$ cat config.mk
export PLATFORM = sky130hd
export DESIGN_NAME = asus_uart
export DESIGN_NICKNAME = d
export VERILOG_FILES = /design/src/hw/asus_pkg.sv /design/src/hw/asus_uart.sv /design/src/hw/asus_sync.sv /design/src/hw/asus_bitclk.sv
export SDC_FILE = /design/constraint.sdc
export NUM_CORES = 1
export LEC_CHECK = 0
export BUFFER_PORTS_ARGS = -buffer_cell sky130_fd_sc_hd__buf_2
export CAP_MARGIN = 40
export CORE_MARGIN = 5
export CORE_UTILIZATION = 50
export CTS_CLUSTER_DIAMETER = 50
export CTS_CLUSTER_SIZE = 8
export DETAILED_ROUTE_END_ITERATION = 10
export PLACE_DENSITY = 0.78
export SLEW_MARGIN = 20
export SYNTH_ARGS = -nofsm -noshare
export SYNTH_HDL_FRONTEND = slang
export SYNTH_HIERARCHICAL = 1
export SYNTH_SLANG_ARGS = --single-unit
$ cat constraint.sdc
create_clock -name clk -period 2.24 [get_ports clk]
set_clock_uncertainty 0.15 [all_clocks]
set_input_delay 0.56 -clock clk [delete_from_list [all_inputs] [get_ports clk]]
set_output_delay 0.56 -clock clk [all_outputs]
set_load 0.05 [all_outputs]
$ cat src/hw/asus_pkg.sv
// Constants shared by the serial channel and its helper modules.
// Assumes one 20 MHz system clock and a byte-wide CPU register port.
package asus_pkg;
   // ----------------------------------------
   // Register addresses
   // ----------------------------------------
   localparam logic [15:0] ASUS_ADDR_MODE    = 16'h0FA0;
   localparam logic [15:0] ASUS_ADDR_ERRSTAT = 16'hFFA1;
   localparam logic [15:0] ASUS_ADDR_BAUD    = 16'hFFA2;
   localparam logic [15:0] ASUS_ADDR_DIR     = 16'hFF22;
   localparam logic [15:0] ASUS_ADDR_LATCH   = 16'hFF02;
   localparam logic [15:0] ASUS_ADDR_TXDATA  = 16'hFF18;
   localparam logic [15:0] ASUS_ADDR_RXDATA  = 16'hFF19;
   // ----------------------------------------
   // Reset values
   // ----------------------------------------
   localparam logic [7:0] ASUS_MODE_RST  = 8'h00;
   localparam logic [7:0] ASUS_DIR_RST   = 8'hFF;
   localparam logic [7:0] ASUS_BAUD_RST  = 8'h00;
   localparam logic [7:0] ASUS_LATCH_RST = 8'h00;
   // ----------------------------------------
   // Mode register fields
   // ----------------------------------------
   localparam int ASUS_TXE_BIT  = 7;
   localparam int ASUS_RXE_BIT  = 6;
   localparam int ASUS_PS_HI    = 5;
   localparam int ASUS_PS_LO    = 4;
   localparam int ASUS_CL_BIT   = 3;
   localparam int ASUS_SL_BIT   = 2;
   localparam int ASUS_ISRM_BIT = 1;
   localparam int ASUS_IRDA_BIT = 0;
   localparam logic [1:0] ASUS_PAR_NONE = 2'h0;
   localparam logic [1:0] ASUS_PAR_ZERO = 2'h1;
   localparam logic [1:0] ASUS_PAR_ODD  = 2'h2;
   localparam logic [1:0] ASUS_PAR_EVEN = 2'h3;
   // ----------------------------------------
   // Baud register fields and pin positions
   // ----------------------------------------
   localparam int ASUS_PRE_MSB = 6;
   localparam int ASUS_PRE_LSB = 4;
   localparam int ASUS_DIV_MSB = 3;
   localparam logic [3:0] ASUS_DIV_MAX  = 4'hE;
   localparam logic [4:0] ASUS_DIV_BASE = 5'h10;
   localparam int ASUS_PIN_RX  = 3;
   localparam int ASUS_PIN_TX  = 4;
   localparam int ASUS_PIN_CLK = 5;
endpackage

$ cat src/hw/asus_uart.sv
// Serial channel 0 with port-2 pin control and baud generator.
// Assumes a CPU port doing byte or single-bit register writes.
// ----------------------------------------
// Overview of operation
// Direction bit 0 drives pin, 1 floats
// Direction resets to ones, top bits read one
// Software clears txd direction and latch
// Software sets rxd and clock directions
// Both enables zero stops all transfers
// Mode register resets zero, bit-writable
// Software sets baud then format bits
// Software enables tx, rx, then writes data
// Data write starts enabled transmission
// Transmit and receive run concurrently
// Baud is source over 2^(n+1)(k+16)
// External clock pin replaces system clock
// Enabled directions take pins, others ports
// Start, 7/8 data LSB first, parity, stops
// Parity even, odd, zero or none
// Seven-bit mode drops and clears bit 7
// Five-bit counter divides by 16 plus k
// Baud fields: prescaler 6:4, divider 3:0
// Error mask suppresses receive-done pulse
// Idle transmit line rests high
// ----------------------------------------
module asus_uart
   import asus_pkg::*;
(
   input  wire logic        clk,
   input  wire logic        rst_n,
   input  wire logic [15:0] cpu_addr,
   input  wire logic        cpu_wr,
   input  wire logic        cpu_bit,
   input  wire logic [2:0]  cpu_bit_sel,
   input  wire logic [7:0]  cpu_wdata,
   input  wire logic        cpu_rd,
   output logic      [7:0]  cpu_rdata,
   input  wire logic [5:0]  p2_in,
   output logic      [5:0]  p2_out,
   output logic      [5:0]  p2_oe_n,
   output logic             tx_done_irq,
   output logic             rx_done_irq,
   output logic             rx_err_irq
);
   typedef enum {TX_IDLE, TX_START, TX_DATA, TX_PAR, TX_STOP1, TX_STOP2} asus_tx_t;
   typedef enum {RX_IDLE, RX_START, RX_DATA, RX_PAR, RX_STOP} asus_rx_t;

   // ----------------------------------------
   // Pin synchronisers and clock source
   // ----------------------------------------
   logic [5:0] pin_s;
   logic       clk_pin_d_r;
   logic [6:0] pre_r;
   logic [6:0] pre_mask;
   logic       src_tick;

   asus_sync #(.WIDTH(6)) u_sync (
      .clk   (clk),
      .rst_n (rst_n),
      .din   (p2_in),
      .dout  (pin_s)
   );

   logic [7:0] mode_r, mode_nxt;
   logic [6:0] baud_r, baud_nxt;
   logic [5:0] dir_r, dir_nxt;
   logic [5:0] latch_r, latch_nxt;
   logic [7:0] rxb_r, rxb_nxt;
   logic [2:0] err_r, err_nxt;
   logic       full_r, full_nxt;
   logic [7:0] rdata_nxt;
   logic [2:0] prescale_sel;
   logic [3:0] divider_sel;
   logic       txe, rxe, cl7;
   logic [1:0] par_sel;

   assign prescale_sel = baud_r[ASUS_PRE_MSB:ASUS_PRE_LSB];
   // Prohibited divider 15 is clamped so the counter never overruns
   assign divider_sel  = (baud_r[ASUS_DIV_MSB:0] > ASUS_DIV_MAX) ? ASUS_DIV_MAX
                         : baud_r[ASUS_DIV_MSB:0];
   assign txe     = mode_r[ASUS_TXE_BIT] & ~mode_r[ASUS_IRDA_BIT];
   assign rxe     = mode_r[ASUS_RXE_BIT] & ~mode_r[ASUS_IRDA_BIT];
   assign cl7     = ~mode_r[ASUS_CL_BIT];
   assign par_sel = mode_r[ASUS_PS_HI:ASUS_PS_LO];
   assign pre_mask = 7'((8'h01 << prescale_sel) - 8'h01);
   // Prescaler gives fx/2^n, the half-bit phase flop adds the extra factor of two
   assign src_tick = (prescale_sel == 3'h0) ? (pin_s[ASUS_PIN_CLK] & ~clk_pin_d_r)
                     : ((pre_r & pre_mask) == pre_mask);

   always_ff @(posedge clk)
   begin
      if (!rst_n)
      begin
         pre_r       <= 7'h00;
         clk_pin_d_r <= 1'b1;
      end
      else
      begin
         pre_r       <= pre_r + 7'h01;
         clk_pin_d_r <= pin_s[ASUS_PIN_CLK];
      end
   end

   // ----------------------------------------
   // Transmitter
   // ----------------------------------------
   asus_tx_t   tx_st_r, tx_st_nxt;
   logic [7:0] tx_sh_r, tx_sh_nxt;
   logic [2:0] tx_cnt_r, tx_cnt_nxt;
   logic       tx_ph_r, tx_ph_nxt;
   logic       txd_r, txd_nxt;
   logic       tx_par_r, tx_par_nxt;
   logic       tx_done_nxt, tx_restart, tx_half, tx_end, tx_go;
   logic [7:0] tx_data;

   asus_bitclk u_txclk (
      .clk       (clk),
      .rst_n     (rst_n),
      .restart   (tx_restart),
      .src_tick  (src_tick),
      .div_k     (divider_sel),
      .half_tick (tx_half)
   );

   assign tx_go   = cpu_wr && !cpu_bit && cpu_addr == ASUS_ADDR_TXDATA;
   assign tx_data = cl7 ? {1'b0, cpu_wdata[6:0]} : cpu_wdata;
   assign tx_end  = tx_half & tx_ph_r;

   always_comb
   begin
      tx_st_nxt   = tx_st_r;
      tx_sh_nxt   = tx_sh_r;
      tx_cnt_nxt  = tx_cnt_r;
      tx_ph_nxt   = tx_half ? ~tx_ph_r : tx_ph_r;
      txd_nxt     = txd_r;
      tx_par_nxt  = tx_par_r;
      tx_done_nxt = 1'b0;
      tx_restart  = 1'b0;
      if (!txe)
      begin
         tx_st_nxt = TX_IDLE;
         txd_nxt   = 1'b1;
      end
      else
      begin
         case (tx_st_r)
            TX_IDLE:
            begin
               txd_nxt = 1'b1;
               if (tx_go)
               begin
                  tx_st_nxt  = TX_START;
                  tx_sh_nxt  = tx_data;
                  tx_cnt_nxt = 3'h0;
                  tx_ph_nxt  = 1'b0;
                  tx_restart = 1'b1;
                  txd_nxt    = 1'b0;
                  case (par_sel)
                     ASUS_PAR_EVEN: tx_par_nxt = ^tx_data;
                     ASUS_PAR_ODD:  tx_par_nxt = ~^tx_data;
                     default:       tx_par_nxt = 1'b0;
                  endcase
               end
            end
            TX_START:
               if (tx_end)
               begin
                  tx_st_nxt = TX_DATA;
                  txd_nxt   = tx_sh_r[0];
               end
            TX_DATA:
               if (tx_end)
               begin
                  tx_sh_nxt  = {1'b0, tx_sh_r[7:1]};
                  tx_cnt_nxt = tx_cnt_r + 3'h1;
                  if (tx_cnt_r == (cl7 ? 3'h6 : 3'h7))
                  begin
                     tx_st_nxt = (par_sel == ASUS_PAR_NONE) ? TX_STOP1 : TX_PAR;
                     txd_nxt   = (par_sel == ASUS_PAR_NONE) ? 1'b1 : tx_par_r;
                  end
                  else
                     txd_nxt = tx_sh_r[1];
               end
            TX_PAR:
               if (tx_end)
               begin
                  tx_st_nxt = TX_STOP1;
                  txd_nxt   = 1'b1;
               end
            TX_STOP1:
               if (tx_end)
               begin
                  tx_st_nxt   = mode_r[ASUS_SL_BIT] ? TX_STOP2 : TX_IDLE;
                  tx_done_nxt = !mode_r[ASUS_SL_BIT];
               end
            TX_STOP2:
               if (tx_end)
               begin
                  tx_st_nxt   = TX_IDLE;
                  tx_done_nxt = 1'b1;
               end
            default:
               tx_st_nxt = TX_IDLE;
         endcase
      end
   end

   always_ff @(posedge clk)
   begin
      if (!rst_n)
      begin
         tx_st_r     <= TX_IDLE;
         tx_sh_r     <= 8'h00;
         tx_cnt_r    <= 3'h0;
         tx_ph_r     <= 1'b0;
         txd_r       <= 1'b1;
         tx_par_r    <= 1'b0;
         tx_done_irq <= 1'b0;
      end
      else
      begin
         tx_st_r     <= tx_st_nxt;
         tx_sh_r     <= tx_sh_nxt;
         tx_cnt_r    <= tx_cnt_nxt;
         tx_ph_r     <= tx_ph_nxt;
         txd_r       <= txd_nxt;
         tx_par_r    <= tx_par_nxt;
         tx_done_irq <= tx_done_nxt;
      end
   end

   // ----------------------------------------
   // Receiver, independent of the transmitter
   // ----------------------------------------
   asus_rx_t   rx_st_r, rx_st_nxt;
   logic [7:0] rx_sh_r, rx_sh_nxt;
   logic [2:0] rx_cnt_r, rx_cnt_nxt;
   logic       rx_ph_r, rx_ph_nxt;
   logic       rx_pe_r, rx_pe_nxt;
   logic       rx_restart, rx_half, rx_smp, rx_in, rx_cmp;
   logic       rx_done_nxt, rx_err_nxt;

   asus_bitclk u_rxclk (
      .clk       (clk),
      .rst_n     (rst_n),
      .restart   (rx_restart),
      .src_tick  (src_tick),
      .div_k     (divider_sel),
      .half_tick (rx_half)
   );

   assign rx_in  = pin_s[ASUS_PIN_RX];
   assign rx_smp = rx_half & rx_ph_r;

   always_comb
   begin
      rx_st_nxt  = rx_st_r;
      rx_sh_nxt  = rx_sh_r;
      rx_cnt_nxt = rx_cnt_r;
      rx_ph_nxt  = rx_half ? ~rx_ph_r : rx_ph_r;
      rx_pe_nxt  = rx_pe_r;
      rx_restart = 1'b0;
      rx_cmp     = 1'b0;
      // Dropping the enable abandons the frame with no side effects
      if (!rxe)
         rx_st_nxt = RX_IDLE;
      else
      begin
         case (rx_st_r)
            RX_IDLE:
               if (!rx_in)
               begin
                  rx_st_nxt  = RX_START;
                  rx_restart = 1'b1;
                  rx_ph_nxt  = 1'b1;
                  rx_cnt_nxt = 3'h0;
                  rx_sh_nxt  = 8'h00;
               end
            RX_START:
               if (rx_smp)
                  rx_st_nxt = rx_in ? RX_IDLE : RX_DATA;
            RX_DATA:
               if (rx_smp)
               begin
                  rx_sh_nxt[rx_cnt_r] = rx_in;
                  rx_cnt_nxt = rx_cnt_r + 3'h1;
                  if (rx_cnt_r == (cl7 ? 3'h6 : 3'h7))
                     rx_st_nxt = (par_sel == ASUS_PAR_NONE) ? RX_STOP : RX_PAR;
               end
            RX_PAR:
               if (rx_smp)
               begin
                  rx_st_nxt = RX_STOP;
                  case (par_sel)
                     ASUS_PAR_EVEN: rx_pe_nxt = ^{rx_sh_r, rx_in};
                     ASUS_PAR_ODD:  rx_pe_nxt = ~^{rx_sh_r, rx_in};
                     default:       rx_pe_nxt = 1'b0;
                  endcase
               end
            RX_STOP:
               if (rx_smp)
               begin
                  rx_st_nxt = RX_IDLE;
                  rx_cmp    = 1'b1;
               end
            default:
               rx_st_nxt = RX_IDLE;
         endcase
      end
      if (rx_st_r == RX_IDLE)
         rx_pe_nxt = 1'b0;
   end

   always_ff @(posedge clk)
   begin
      if (!rst_n)
      begin
         rx_st_r  <= RX_IDLE;
         rx_sh_r  <= 8'h00;
         rx_cnt_r <= 3'h0;
         rx_ph_r  <= 1'b0;
         rx_pe_r  <= 1'b0;
      end
      else
      begin
         rx_st_r  <= rx_st_nxt;
         rx_sh_r  <= rx_sh_nxt;
         rx_cnt_r <= rx_cnt_nxt;
         rx_ph_r  <= rx_ph_nxt;
         rx_pe_r  <= rx_pe_nxt;
      end
   end

   // ----------------------------------------
   // Register file and pins
   // ----------------------------------------
   function automatic logic [7:0] wr_val(input logic [7:0] old);
      logic [7:0] v;
      v = old;
      if (cpu_bit)
         v[cpu_bit_sel] = cpu_wdata[0];
      else
         v = cpu_wdata;
      return v;
   endfunction

   logic [7:0] port_rd;
   logic       rxb_read;

   always_comb
   begin
      for (int i = 0; i < 6; i++)
         port_rd[i] = dir_r[i] ? pin_s[i] : latch_r[i];
      port_rd[7:6] = 2'h0;
      rxb_read  = cpu_rd && cpu_addr == ASUS_ADDR_RXDATA;
      mode_nxt  = mode_r;
      baud_nxt  = baud_r;
      dir_nxt   = dir_r;
      latch_nxt = latch_r;
      if (cpu_wr)
      begin
         case (cpu_addr)
            ASUS_ADDR_MODE:  mode_nxt = wr_val(mode_r);
            ASUS_ADDR_BAUD:  baud_nxt = 7'(wr_val({1'b0, baud_r}));
            ASUS_ADDR_DIR:   dir_nxt = 6'(wr_val({2'h3, dir_r}));
            ASUS_ADDR_LATCH: latch_nxt = 6'(wr_val({2'h0, latch_r}));
            default:         mode_nxt = mode_r;
         endcase
      end
      case (cpu_addr)
         ASUS_ADDR_MODE:    rdata_nxt = mode_r;
         ASUS_ADDR_ERRSTAT: rdata_nxt = {5'h00, err_r};
         ASUS_ADDR_BAUD:    rdata_nxt = {1'b0, baud_r};
         ASUS_ADDR_DIR:     rdata_nxt = {2'h3, dir_r};
         ASUS_ADDR_LATCH:   rdata_nxt = port_rd;
         ASUS_ADDR_RXDATA:  rdata_nxt = rxb_r;
         default:           rdata_nxt = 8'h00;
      endcase
      if (!cpu_rd)
         rdata_nxt = cpu_rdata;
      // A frame finishing on the read cycle wins over the clear
      rxb_nxt     = rxb_r;
      err_nxt     = rxb_read ? 3'h0 : err_r;
      full_nxt    = rxb_read ? 1'b0 : full_r;
      rx_err_nxt  = 1'b0;
      rx_done_nxt = 1'b0;
      if (rx_cmp)
      begin
         rxb_nxt     = cl7 ? {1'b0, rx_sh_r[6:0]} : rx_sh_r;
         err_nxt     = {rx_pe_r, ~rx_in, full_r && !rxb_read};
         full_nxt    = 1'b1;
         rx_err_nxt  = |err_nxt;
         rx_done_nxt = !(rx_err_nxt && mode_r[ASUS_ISRM_BIT]);
      end
   end

   always_ff @(posedge clk)
   begin
      if (!rst_n)
      begin
         mode_r      <= ASUS_MODE_RST;
         baud_r      <= ASUS_BAUD_RST[6:0];
         dir_r       <= ASUS_DIR_RST[5:0];
         latch_r     <= ASUS_LATCH_RST[5:0];
         rxb_r       <= 8'h00;
         err_r       <= 3'h0;
         full_r      <= 1'b0;
         cpu_rdata   <= 8'h00;
         rx_done_irq <= 1'b0;
         rx_err_irq  <= 1'b0;
         p2_out      <= ASUS_LATCH_RST[5:0];
         p2_oe_n     <= ASUS_DIR_RST[5:0];
      end
      else
      begin
         mode_r      <= mode_nxt;
         baud_r      <= baud_nxt;
         dir_r       <= dir_nxt;
         latch_r     <= latch_nxt;
         rxb_r       <= rxb_nxt;
         err_r       <= err_nxt;
         full_r      <= full_nxt;
         cpu_rdata   <= rdata_nxt;
         rx_done_irq <= rx_done_nxt;
         rx_err_irq  <= rx_err_nxt;
         p2_oe_n     <= dir_r;
         p2_out      <= latch_r;
         p2_out[ASUS_PIN_TX] <= txe ? txd_r : latch_r[ASUS_PIN_TX];
      end
   end

   // ----------------------------------------
   // Checks
   // ----------------------------------------
   dir_reset_a: assert property (@(posedge clk) disable iff (!rst_n)
      $rose(rst_n) |-> dir_r == 6'h3F && p2_oe_n == 6'h3F)
      else $error("direction not all inputs after reset");
   mode_reset_a: assert property (@(posedge clk) disable iff (!rst_n)
      $rose(rst_n) |-> mode_r == 8'h00)
      else $error("mode register not cleared by reset");
   oe_follow_a: assert property (@(posedge clk) disable iff (!rst_n)
      $stable(dir_r) |=> p2_oe_n == $past(dir_r))
      else $error("output enable does not follow direction");
   stop_mode_a: assert property (@(posedge clk) disable iff (!rst_n)
      !txe && !rxe |=> tx_st_r == TX_IDLE && rx_st_r == RX_IDLE && !tx_done_irq)
      else $error("transfer running while stopped");
   tx_start_a: assert property (@(posedge clk) disable iff (!rst_n)
      tx_go && txe && tx_st_r == TX_IDLE |=> tx_st_r == TX_START ##1 !p2_out[ASUS_PIN_TX])
      else $error("written data did not start a frame");
   tx_idle_a: assert property (@(posedge clk) disable iff (!rst_n)
      (txe && tx_st_r == TX_IDLE)[*2] |-> p2_out[ASUS_PIN_TX])
      else $error("idle transmit line not high");
   rx_top_a: assert property (@(posedge clk) disable iff (!rst_n)
      rx_cmp && cl7 |=> rxb_r[7] == 1'b0 && full_r)
      else $error("seven-bit character kept its top bit");
   err_mask_a: assert property (@(posedge clk) disable iff (!rst_n)
      rx_err_irq && mode_r[ASUS_ISRM_BIT] && $stable(mode_r) |-> !rx_done_irq)
      else $error("masked error raised receive completion");
   half_gap_a: assert property (@(posedge clk) disable iff (!rst_n)
      tx_half && prescale_sel == 3'h1 && $stable(baud_r) |=> !tx_half [*8])
      else $error("half-bit tick too early");
endmodule

$ cat src/hw/asus_sync.sv
// Two-flop synchroniser for a bus of pin inputs.
// Assumes the inputs are asynchronous to clk.
module asus_sync
   import asus_pkg::*;
#(
   parameter int WIDTH = 6
)(
   input  wire logic             clk,
   input  wire logic             rst_n,
   input  wire logic [WIDTH-1:0] din,
   output logic      [WIDTH-1:0] dout
);
   logic [WIDTH-1:0] meta_r;
   logic [WIDTH-1:0] meta_nxt;
   logic [WIDTH-1:0] dout_nxt;

   // Elaboration-time guard: an empty bus has nothing to synchronise
   if (WIDTH < 1)
   begin : g_width_chk
      $error("asus_sync WIDTH must be positive");
   end

   // Pins idle high so reset loads ones
   always_comb
   begin
      meta_nxt = rst_n ? din : '1;
      dout_nxt = rst_n ? meta_r : '1;
   end

   always_ff @(posedge clk)
   begin
      meta_r <= meta_nxt;
      dout   <= dout_nxt;
   end
endmodule

$ cat src/hw/asus_bitclk.sv
// Baud divider: one half_tick per (16 + k) source ticks.
// Assumes src_tick is a one-cycle pulse on clk.
module asus_bitclk
   import asus_pkg::*;
(
   input  wire logic       clk,
   input  wire logic       rst_n,
   input  wire logic       restart,
   input  wire logic       src_tick,
   input  wire logic [3:0] div_k,
   output logic            half_tick
);
   logic [4:0] cnt_r;
   logic [4:0] cnt_nxt;
   logic       half_nxt;
   logic [4:0] top;

   always_comb
   begin
      top      = ASUS_DIV_BASE + {1'b0, div_k} - 5'h01;
      cnt_nxt  = cnt_r;
      half_nxt = 1'b0;
      if (restart)
         cnt_nxt = 5'h00;
      else if (src_tick)
      begin
         if (cnt_r == top)
         begin
            cnt_nxt  = 5'h00;
            half_nxt = 1'b1;
         end
         else
            cnt_nxt = cnt_r + 5'h01;
      end
   end

   always_ff @(posedge clk)
   begin
      if (!rst_n)
      begin
         cnt_r     <= 5'h00;
         half_tick <= 1'b0;
      end
      else
      begin
         cnt_r     <= cnt_nxt;
         half_tick <= half_nxt;
      end
   end
endmodule

==> run summary <==
commonest non-fill, non-tap cell in the layout -> dfxtp_1
Ys Warns -> 6
largest net degree at the start of global routing -> 57
initial core utilization -> 51.0%
Yosys cell types -> 76
Critical Path AT -> 2380 ps
Longest Clk Path Bufs -> 2
CP required -> 2460 ps
Setup-failing EPs final -> 0
Compound-Gate Fraction of Synth Area -> 20.9%
status -> finished, final reports clean
syn_nets -> 771
Final Hold Fails -> 0
DR iter-0 viols -> 636
Cells after Synth -> 724
EDFF count, synth -> 0
Post-Synth Adder-Cell Area -> 1.75%
pwr dens -> 681 nW/um2
ys flop type -> dfxtp_1
insertion delay to the later sink of the worst-skew pair -> 430 ps
Die Ht -> 123 um
Async SR Flop Fraction -> 0%
CTS H-tree lvls -> 4
Hold-fix buffers, CTS -> 0
Area Overhead vs Synth -> 24.2%
CTS tree -> built
antenna violations before repair -> 0
Non-Filler Instances -> 1009
xor/xnor share of the synthesized area -> 6.42%
Synth area leaders -> dfxtp_1 40%, a21oi_1 4.1%, xnor2_1 3.9%
number of global-route vias before repair -> 5892
dominant cell type by area after synthesis -> dfxtp_1
global-route wire length before repair -> 28800 um
Mapped Area -> 6430 um2
post-synthesis sequential area ratio -> 39.5%
row cnt -> 41
grt total ovfl -> 0
fin nets -> 871
setup total negative slack -> 0 ps
CP startpoint kind -> flip-flop
Num CTS Buffers -> 17
Max IR drop VDD -> 0.542 mV
Post-route DRC -> 0
Root Buffer -> clkbuf_16
DIE AREA -> 15200 um2
Clock Pin Slew Worst Setup and Hold Paths -> 60 ps
drt total wl -> 18100 um
Leakage -> 3.08 nW
max-cap violation count -> 0
clk sinks -> 127
Via Count -> 6085
Final period util -> 96.3%
layout cells sized above 1 -> 24.4%
Avg Inst Size Synth -> 8.88 um2
min Tclk post-route -> 2160 ps
ANT cells -> 0
Pins Over Slew Limit -> 0
Worst Setup End Kind -> flip-flop
IO Pins -> 61
measured slew at the worst slew-check pin -> 638 ps
Via density -> 6.03
post-synthesis simple-gate area fraction -> 24.4%
DR pass1 iterations -> 5
ANT nets after route -> 0
Max transition margin -> 56.4%
Hold/Removal Path Class -> input port to flip-flop
Port Buffers -> 60
CP Max Fanout -> 6
Yosys top cell area share -> 39.5%
per-cell routed wire length -> 18.0 um
GRT Total Usage -> 24.4%
CORE AREA -> 12600 um2
post-synthesis mux area share -> 2.35%
main combinational cell family by area after synthesis -> simple AND/OR/NAND/NOR gates
Setup Crit Path Kind -> flip-flop to flip-flop
GP Congestion -> 0.924
placed cell count -> 975
Die W -> 123 um
commonest non-fill, non-tap cells in the layout -> 126 x dfxtp_1, 61 x buf_2, 61 x buf_4
synthesis-stage register bit count -> 127
f_max -> 463 MHz
hpwl dp -> 13100 um
==> synth_stat cells, types with 9 or more instances <==
library cell,n
and3_1,11
nand4_1,15
nor2_1,49
ha_1,9
nand3_1,16
inv_1,22
dfxtp_1,127
nor2b_1,17
o21ai_0,28
and2_1,15
a21oi_1,53
nor3_1,20
a31oi_1,16
mux2i_1,14
a211oi_1,13
xnor2_1,29
nand2_1,50
xor2_1,13
clkbuf_1,34
nand2b_1,21
==> routing by layer <==
metal  vias to the layer above  GRT usage, %  part of all wire [%]
li1                       2857             -                     -
met1                      2873          29.4                    40
met2                       294          41.2                    49
met3                        61          5.54                   7.7
met4                         0          11.4                   3.2
met5                         -             0                     0
==> flip-flops by register name, indices dropped and copies added, names as in the netlist, 5 cells and up <==
name,count
baud_r,7
cpu_rdata,8
dir_r,6
latch_r,6
mode_r,8
p2_oe_n,6
p2_out,6
pre_r,7
rx_sh_r,8
rxb_r,8
tx_sh_r,8
u_rxclk/cnt_r,5
u_sync/dout,6
u_sync/meta_r,6
u_txclk/cnt_r,5
==> timing repair <==
action                                  4_1_cts  5_1_grt
gates cloned                                  0        0
endpoints found under the setup margin        2       13
hold endpoints to repair                      0        0
pin swaps                                     1        7
resized for setup                             1       13
buffers inserted                              1        1
==> worst paths after layout <==
path,slack [ps],cells past startpoint,endpoint,startpoint
max,80,9,u_txclk/half_tick$_SDFF_PP0_,baud_r[4]$_SDFFE_PN0P_
min,160,2,u_sync/meta_r[4]$_SDFF_PN1_,p2_in[4]
max reg2reg,80,9,u_txclk/half_tick$_SDFF_PP0_,baud_r[4]$_SDFFE_PN0P_
min reg2reg,270,1,u_sync/dout[5]$_SDFF_PN1_,u_sync/meta_r[5]$_SDFF_PN1_
==> power breakdown <==
part / leakage [nW] / internal [mW] / total [mW] / switching, mW
registers: 1.03 / 2.28 / 2.30 / 0.0152
clock network: 0.285 / 1.78 / 2.80 / 1.02
logic: 1.77 / 0.141 / 0.349 / 0.208
total: 3.08 / 4.20 / 5.44 / 1.24
==> worst max-delay path, stage by stage, from the launching register on <==
cell	delay (ps)
dfxtp_2	340
inv_2	40
or3_4	390
a21boi_4	180
nor2_2	50
o21ai_1	150
buf_4	170
nand3_4	70
nor4_4	350
and3b_1	200
==> final cells by class <==
type | count | area, um2
clock inverter | 13 | 165
inverter | 22 | 82.6
clock buffer | 19 | 443
tap | 172 | 215
fill | 1067 | 4630
multi-input combinational | 528 | 3650
timing repair buffer | 128 | 883
sequential | 127 | 2540
==> metrics by stage <==
step / hold slack [ps] / util (%) / setup slack [ps] / total power, mW / instance area, um2
after global routing: 159 / 63.3 / -4.94 / 5.61 / 7990
after floorplan: 236 / - / -118 / 2.53 / 6440
after detailed placement: 254 / 57.9 / -289 / 2.68 / 7310
after global placement: 244 / 57.9 / -189 / 2.67 / 7300
final: 164 / 63.3 / 82.3 / 5.44 / 7990
after CTS: 146 / 62.8 / 43.9 / 5.48 / 7920
==> cells by family after synthesis <==
logic type / after synthesis
and+or+nand+nor: 266
AOI/OAI and AO/OA: 194
DFF: 127
buffers and inverters: 69
xor gates and xnor gates: 44
muxes: 15
adders and majority gates: 9
Note: power is estimated with default switching activity, not from simulation.
